**src/acb_pkg.sv**
```systemverilog
package acb_pkg;
  localparam int CLK_HZ = 20000000;
  localparam int RESET_TIME_NS = 10000;
  localparam int RESET_CYCLES = (RESET_TIME_NS * (CLK_HZ / 1000000) + 999) / 1000;
  localparam int CTRL_W = 8;
  localparam int RES_W = 10;
  localparam int POWER_HI_BIT = 7;
  localparam int POWER_LO_BIT = 6;
  localparam int ACQ_BIT = 5;
  localparam int SINGLE_BIT = 4;
  localparam int UNIPOLAR_BIT = 3;
  localparam int ADDR_MSB = 2;
  localparam int ADDR_W = 3;
  localparam int NUM_INPUTS = 8;
  localparam int HIGH_BITS_W = 2;
  localparam logic [1:0] PWR_SHUTDOWN = 2'h0;
  localparam logic [1:0] PWR_STANDBY = 2'h1;
  localparam logic [1:0] PWR_INT_CLK = 2'h2;
  localparam logic [1:0] PWR_EXT_CLK = 2'h3;
  localparam logic [7:0] CTRL_RESET = 8'hC0;
  typedef enum logic [3:0] {
    ACB_RESET = 4'h1,
    ACB_ACTIVE = 4'h2,
    ACB_STANDBY = 4'h4,
    ACB_SHUTDOWN = 4'h8
  } acb_power_t;
endpackage

```
**src/acb_sync.sv**
```systemverilog
`timescale 1ns/100ps
`default_nettype none
module acb_sync import acb_pkg::*; #(
  parameter int W = 1
) (
  input wire logic clk_sys, // System clock
  input wire logic reset_n, // Synchronous reset
  input wire logic clk_en, // Freezes state when low
  input wire logic [W-1:0] d, // Asynchronous input
  input wire logic [W-1:0] rst_val, // Value held during reset
  output logic [W-1:0] q // Synchronised output
);
  logic [W-1:0] meta_q;
  always_ff @(posedge clk_sys) begin
    // Reset to the pin's idle level, so release cannot fake a select or a strobe
    if (!reset_n) begin
      meta_q <= rst_val;
      q <= rst_val;
    end else if (clk_en) begin
      meta_q <= d;
      q <= meta_q;
    end
  end
endmodule
`default_nettype wire

```
**src/acb_result_mux.sv**
```systemverilog
`timescale 1ns/100ps
`default_nettype none
module acb_result_mux import acb_pkg::*; (
  input wire logic [RES_W-1:0] result, // Conversion result code
  input wire logic unipolar, // Unipolar result mode
  input wire logic high_byte_select, // Selects upper result byte
  output logic [CTRL_W-1:0] byte_out // Byte presented to the bus
);
  always_comb begin
    if (!high_byte_select) begin
      byte_out = result[CTRL_W-1:0];
    end else if (unipolar) begin
      byte_out = {{(CTRL_W-HIGH_BITS_W){1'b0}}, result[RES_W-1:CTRL_W]};
    end else begin
      byte_out = {{(CTRL_W-HIGH_BITS_W){result[RES_W-1]}}, result[RES_W-1:CTRL_W]};
    end
  end
endmodule
`default_nettype wire

```
**src/acb_core.sv**
```systemverilog
`timescale 1ns/100ps
`default_nettype none
module acb_core import acb_pkg::*; #(
  parameter int RESET_CNT = RESET_CYCLES,
  parameter int INPUTS = NUM_INPUTS
) (
  input wire logic clk_sys, // System clock, 20 MHz
  input wire logic reset_n, // Synchronous reset, active low
  input wire logic clk_en, // Clock enable
  input wire logic chip_select_n, // Chip select pin, active low
  input wire logic store_strobe_n, // Write strobe pin, active low
  input wire logic read_strobe_n, // Read strobe pin, active low
  input wire logic high_byte_select, // Byte select pin for reads
  input wire logic ext_conv_clk, // External conversion clock pin
  input wire logic [CTRL_W-1:0] data_in, // Data bus input side
  output logic [CTRL_W-1:0] data_out, // Data bus output side
  output logic data_oe, // Data bus output enable
  input wire logic conv_busy, // Converter core is converting
  input wire logic conv_done, // Converter core finished, one pulse
  input wire logic [RES_W-1:0] conv_result, // Converter core raw code
  output logic conv_start, // Start request to converter core, one pulse
  output logic [INPUTS-1:0] pos_input_sel, // One-hot positive input select
  output logic [INPUTS-1:0] neg_input_sel, // One-hot negative input select, all zero in single-ended mode
  output logic neg_is_shared, // Negative input is the shared input
  output logic acq_external, // External acquisition mode
  output logic unipolar, // Unipolar mode
  output logic clock_external, // External conversion clock mode
  output logic conv_clk_gated, // Conversion clock after chip select gate
  output logic analog_powered, // Analog core powered
  output logic standby, // Reference held, core idle
  output logic reset_busy, // Internal reset interval running
  output logic conversion_done_n // Result ready, active low
);
  logic [4:0] pins_s;
  logic cs_n_s, wr_n_s, rd_n_s, hb_s, ck_s;
  logic [CTRL_W-1:0] data_s;
  logic [CTRL_W-1:0] ctrl_q;
  logic wr_n_q, ck_q;
  logic clock_ext_q;
  logic [RES_W-1:0] result_q;
  logic done_n_q;
  logic shutdown_pending_q;
  logic [$clog2(RESET_CNT+1)-1:0] rst_cnt_q;
  logic [CTRL_W-1:0] rd_byte;
  logic wr_rise, rd_active;
  logic [1:0] wr_code;
  acb_power_t pwr_q;

  acb_sync #(.W(5)) u_sync_ctl (
    .clk_sys(clk_sys),
    .reset_n(reset_n),
    .clk_en(clk_en),
    .d({chip_select_n, store_strobe_n, read_strobe_n, high_byte_select, ext_conv_clk}),
    .rst_val(5'h1F),
    .q(pins_s)
  );
  acb_sync #(.W(CTRL_W)) u_sync_data (
    .clk_sys(clk_sys),
    .reset_n(reset_n),
    .clk_en(clk_en),
    .d(data_in),
    .rst_val(8'h00),
    .q(data_s)
  );
  assign {cs_n_s, wr_n_s, rd_n_s, hb_s, ck_s} = pins_s;

  // Strobe edge only counts while selected; deselect hides the strobe entirely
  assign wr_rise = !cs_n_s && wr_n_s && !wr_n_q;
  assign rd_active = !cs_n_s && !rd_n_s;
  // Power field of the byte being written; the state machine and the checks share it
  assign wr_code = {data_s[POWER_HI_BIT], data_s[POWER_LO_BIT]};

  always_ff @(posedge clk_sys) begin
    if (!reset_n) begin
      wr_n_q <= 1'b1;
      ck_q <= 1'b0;
    end else if (clk_en) begin
      wr_n_q <= cs_n_s ? 1'b1 : wr_n_s;
      ck_q <= ck_s;
    end
  end

  // Control byte latched at the end of the write strobe
  always_ff @(posedge clk_sys) begin
    if (!reset_n) begin
      ctrl_q <= CTRL_RESET;
    end else if (clk_en && wr_rise && pwr_q != ACB_RESET) begin
      ctrl_q <= data_s;
    end
  end

  // Clock mode changes only on normal-operation codes
  always_ff @(posedge clk_sys) begin
    if (!reset_n) begin
      clock_ext_q <= 1'b1;
    end else if (clk_en && wr_rise && pwr_q != ACB_RESET && data_s[POWER_HI_BIT]) begin
      clock_ext_q <= data_s[POWER_LO_BIT];
    end
  end

  // Power state machine
  always_ff @(posedge clk_sys) begin
    if (!reset_n) begin
      pwr_q <= ACB_RESET;
      rst_cnt_q <= '0;
      shutdown_pending_q <= 1'b0;
    end else if (clk_en) begin
      case (pwr_q)
        ACB_RESET: begin
          if (rst_cnt_q == RESET_CNT[$bits(rst_cnt_q)-1:0] - 1'b1) begin
            pwr_q <= ACB_ACTIVE;
          end else begin
            rst_cnt_q <= rst_cnt_q + 1'b1;
          end
        end
        ACB_ACTIVE: begin
          if (wr_rise) begin
            case (wr_code)
              PWR_STANDBY: pwr_q <= ACB_STANDBY;
              PWR_SHUTDOWN: begin
                if (conv_busy) begin
                  shutdown_pending_q <= 1'b1;
                end else begin
                  pwr_q <= ACB_SHUTDOWN;
                end
              end
              default: shutdown_pending_q <= 1'b0;
            endcase
          end else if (shutdown_pending_q && !conv_busy) begin
            shutdown_pending_q <= 1'b0;
            pwr_q <= ACB_SHUTDOWN;
          end
        end
        ACB_STANDBY: begin
          if (wr_rise) begin
            pwr_q <= ACB_ACTIVE;
          end
        end
        ACB_SHUTDOWN: begin
          if (wr_rise) begin
            pwr_q <= ACB_ACTIVE;
          end
        end
        default: pwr_q <= ACB_RESET;
      endcase
    end
  end

  // Conversion only from normal operation; power-down codes still latch the byte
  always_ff @(posedge clk_sys) begin
    if (!reset_n) begin
      conv_start <= 1'b0;
    end else if (clk_en) begin
      conv_start <= wr_rise && pwr_q == ACB_ACTIVE && data_s[POWER_HI_BIT];
    end
  end

  // Result capture; the core delivers the code already in the selected format
  always_ff @(posedge clk_sys) begin
    if (!reset_n) begin
      result_q <= '0;
      done_n_q <= 1'b1;
    end else if (clk_en) begin
      if (conv_done) begin
        result_q <= conv_result;
        done_n_q <= 1'b0;
      end else if (rd_active || wr_rise) begin
        done_n_q <= 1'b1;
      end
    end
  end

  acb_result_mux u_mux (
    .result(result_q),
    .unipolar(ctrl_q[UNIPOLAR_BIT]),
    .high_byte_select(hb_s),
    .byte_out(rd_byte)
  );

  always_ff @(posedge clk_sys) begin
    if (!reset_n) begin
      data_out <= '0;
      data_oe <= 1'b0;
    end else if (clk_en) begin
      data_out <= rd_byte;
      data_oe <= rd_active;
    end
  end

  function automatic logic [INPUTS-1:0] onehot(input logic [ADDR_W-1:0] a);
    logic [INPUTS-1:0] v;
    v = '0;
    v[a] = 1'b1;
    return v;
  endfunction

  logic [ADDR_W-1:0] addr;
  assign addr = ctrl_q[ADDR_MSB -: ADDR_W];
  always_comb begin
    pos_input_sel = onehot(addr);
    if (ctrl_q[SINGLE_BIT]) begin
      neg_input_sel = '0;
      neg_is_shared = 1'b1;
    end else begin
      neg_input_sel = onehot(addr ^ 3'h1);
      neg_is_shared = 1'b0;
    end
  end

  assign acq_external = ctrl_q[ACQ_BIT];
  assign unipolar = ctrl_q[UNIPOLAR_BIT];
  assign clock_external = clock_ext_q;
  assign conv_clk_gated = ck_q && !cs_n_s;
  assign analog_powered = pwr_q == ACB_ACTIVE;
  assign standby = pwr_q == ACB_STANDBY;
  assign reset_busy = pwr_q == ACB_RESET;
  assign conversion_done_n = done_n_q;
endmodule
`default_nettype wire

```
**config.mk**
```make
export PLATFORM = sky130hd
export DESIGN_NAME = acb_core
export DESIGN_NICKNAME = d
export VERILOG_FILES = /design/src/acb_pkg.sv /design/src/acb_sync.sv /design/src/acb_result_mux.sv /design/src/acb_core.sv
export SDC_FILE = /design/constraint.sdc
export NUM_CORES = 1
export LEC_CHECK = 0
export ABC_AREA = 1
export BUFFER_PORTS_ARGS = -buffer_cell sky130_fd_sc_hd__buf_2
export CORE_ASPECT_RATIO = 1.1
export CORE_MARGIN = 2
export CORE_UTILIZATION = 38
export CTS_CLUSTER_DIAMETER = 30
export DETAILED_ROUTE_END_ITERATION = 16
export PLACE_DENSITY = 0.63
export SLEW_MARGIN = 20
export SYNTH_ARGS = -nofsm -noshare
export SYNTH_HDL_FRONTEND = slang
export SYNTH_SLANG_ARGS = --single-unit
export TNS_END_PERCENT = 20
```
**constraint.sdc**
```tcl
create_clock -name clk_sys -period 2.96 [get_ports clk_sys]
set_input_delay 0.296 -clock clk_sys [delete_from_list [all_inputs] [get_ports clk_sys]]
set_output_delay 0.296 -clock clk_sys [all_outputs]
set_load 0.01 [all_outputs]
```
==> impl_results.md <==
- Outcome: finished, final reports clean
- Syn Nets: 436
- PD cells: 697.4 nW/um^2
- GPL Wtd Cong: 0.7695
- CP required: 2660 ps
- Clock Path Buffers: 2
- Drt initial violations: 90
- Worst flop-to-flop path endpoint: pwr_q[2]$_SDFFE_PN0P_
- Largest net degree at the start of global routing: 46
- Routed wire length: 6273 um
- Number of global-route vias before repair: 2396
- Setup slack, reg-to-reg: 1440 ps
- Worst setup EP type: output port
- Crit-path slowest cell: dfxtp_1
- CORE AREA: 7473 um^2
- R2r worst-path depth: 10
- H-tree levels: 3
- # IOs: 63
- CTS clock-pin slew for the worst setup and hold paths: 70 ps
- Global-route wire length before repair: 10430 um
- Measured slew at the worst slew-check pin: 580.8 ps
- Synth unique cells: 28
- Antenna diodes: 0
- ANT nets after route: 0
- Ys Warns: 0
- Hold Path End: u_sync_ctl.meta_q[3]$_SDFFE_PN1P_
- Min Tclk post-route: 1952 ps
- Setup Buffers After CTS: 0
- WP buf/inv: 2
- VDD IR-drop max: 0.3237 mV
- Fmax achieved: 512.3 MHz
- Die span in y: 96 um
- Largest cells by area after synthesis: dfxtp_1 47%, nor2_1 11%, nand2_1 8.2%
- Fin util: 0.4741
- HPWL Detailed: 4384 um
- Period utilization: 0.6594
- Leading area contributor after synthesis: dfxtp_1
- Hold wc startpoint: store_strobe_n
- Initial antenna violation count: 0
- Critical Path Start Type: flip-flop
- Post-Syn Area per Cell: 7.184 um^2
- WL/cell: 10.99 um
- Vias: 2658
- Rows: 33
- IO Port Bufs: 62
- Num CTS Buffers: 9
- FF+latch count, synth: 69
- Sequential-to-total area share from yosys stat: 0.4724
- Drt drc: 0
- Place WS: 1282 ps
- GRT Total Usage: 0.1585
- DR pass1 iterations: 5
- Final hold vios: 0
- Worst min path class: input port to flip-flop
- Syn Inst Count: 407
- Vias per cell: 4.655
- Fin nets: 490
- Post-route cell area: 3543 um^2
- Synth top area share: 0.4724
- # hold bufs at CTS: 0
- Die X: 87.64 um
- Clock sinks: 69
- Clock skew: 12.85 ps
- CP Cell Sequence: clkinv_1 > nor4_1 > buf_2
- Slew headroom: 0.6128
- Grt total ovfl: 0
- Final Setup Violations: 0
- CTS tree: yes
- Worst Slack Setup Final: 1008 ps
- Max-cap viol count: 0
- Post-DP Area: 3286 um^2
- Worst Path Class, Setup: flip-flop to output port
- Startpoint of the most critical register-to-register path: rst_cnt_q[1]$_SDFFE_PN0P_
- Total Neg Setup Slack: 0 ps
- Unrepaired setup endpoints after global routing: false
- Cell family with most CP delay: flip-flops
- Critical path data arrival time: 1660 ps
- Die area: 8413 um^2
- Clk Latency, worst-skew pair: 350 ps
- CP Max Fanout: 9
- Post_cts resized: 0
- Cells on Worst Hold Path: 3
- Slowest cell delay on critical path: 490 ps
- Proportion of layout cells with a drive suffix above 1: 0.2082
- Worst hold slack: 157.8 ps
- Leak: 1.584 nW
- Syn-to-layout area delta: 21.18%
- Post-Syn Area: 2924 um^2
- Initial Util: 0.3913
- Max-slew violations: 0
- Root buf cell: clkbuf_8
[cell usage in the layout (no fill, tap or decap)]
cell,n
a21oi_1,21
buf_4,3
nand2_1,64
clkbuf_8,11
ha_1,1
nand3_4,1
xor2_1,1
nor4_1,9
inv_1,26
inv_2,2
bufinv_16,3
o211ai_1,2
clkinv_4,1
nor3b_2,1
nand3_2,2
nor2_4,2
o21ai_0,44
nand4_1,1
a31oi_1,1
nor2_2,2
nand3_1,20
nor2_1,83
nor3_1,15
nand2_2,5
inv_4,1
clkinvlp_4,1
clkinv_1,4
dfxtp_1,69
buf_2,62
o21ai_1,8
[flip-flops by register name, indices dropped and copies added (netlist names), 5 cells and up]
register,cells
u_sync_data.q,8
result_q,10
u_sync_data.meta_q,8
ctrl_q,6
u_sync_ctl.meta_q,5
u_sync_ctl.q,5
data_out,8
rst_cnt_q,8
[synth_stat cells (all sizes together)]
master,instances
a21oi,21
dfxtp,69
a31oi,1
nand2,69
o211ai,2
xor2,1
nand3,23
nor3,15
clkinv,4
nor2,87
o21ai,52
clkbuf,13
nor3b,1
nand4,1
ha,1
inv,29
buf,9
nor4,9
[how the worst max path moves through the flow]
stage                           startpoint                        endpoint  cells past startpoint
floorplan           ctrl_q[1]$_SDFFE_PN0P_                neg_input_sel[6]                      3
global placement                    clk_en  conversion_done_n$_SDFFE_PN1P_                      5
detailed placement                  clk_en  conversion_done_n$_SDFFE_PN1P_                      5
CTS                 ctrl_q[1]$_SDFFE_PN0P_                neg_input_sel[6]                      3
global route        ctrl_q[1]$_SDFFE_PN0P_                neg_input_sel[6]                      3
finish              ctrl_q[1]$_SDFFE_PN0P_                neg_input_sel[6]                      3
[cell families (layout without fill, tap and decap cells)]
group,after synthesis,count (layout),synth area share
AOI/OAI and AO/OA,76,76,0.1322
adders and majority gates,1,1,0.004278
and+or+nand+nor,205,205,0.3098
buffers and inverters,55,114,0.07831
xor gates and xnor gates,1,1,0.002996
DFF,69,69,0.4724
[tightest hold or removal path: stages]
cell,delay [ps]
buf_2,70
nand2_1,40
nand3_1,60
[layout make-up]
cell class | count | area, um^2
Inverter | 33 | 126.4
Sequential cell | 69 | 1381
Tap cell | 105 | 131.4
Clock inverter | 5 | 106.4
Multi-Input combinational cell | 283 | 1314
Fill cell | 758 | 3930
Clock buffer | 11 | 151.4
Timing Repair Buffer | 65 | 332.8
[layer usage]
| metal | part of all wire | GRT usage | routed length [um] |
|---|---|---|---|
| met4 | 0.013 | 0.06154 | 82 |
| met5 | 0 | 0 | 0 |
| met1 | 0.48 | 0.1936 | 3040 |
| met2 | 0.45 | 0.2595 | 2808 |
| met3 | 0.054 | 0.05060 | 340 |
[power by group]
part | internal (W) | total, W | switching (W)
clock | 0.000607 | 0.000964 | 0.000357
sequential | 0.00101 | 0.00106 | 0.0000541
combinational | 0.000156 | 0.000448 | 0.000291
total | 0.00177 | 0.00247 | 0.000702
[per-stage QoR]
stage	power (W)	instances
after global routing	0.002621	571
after detailed placement	0.001530	555
final	0.002471	571
after global placement	0.001522	555
after floorplan	0.001419	407
after CTS	0.002498	571
No activity file was read; power rests on OpenSTA's default activity.
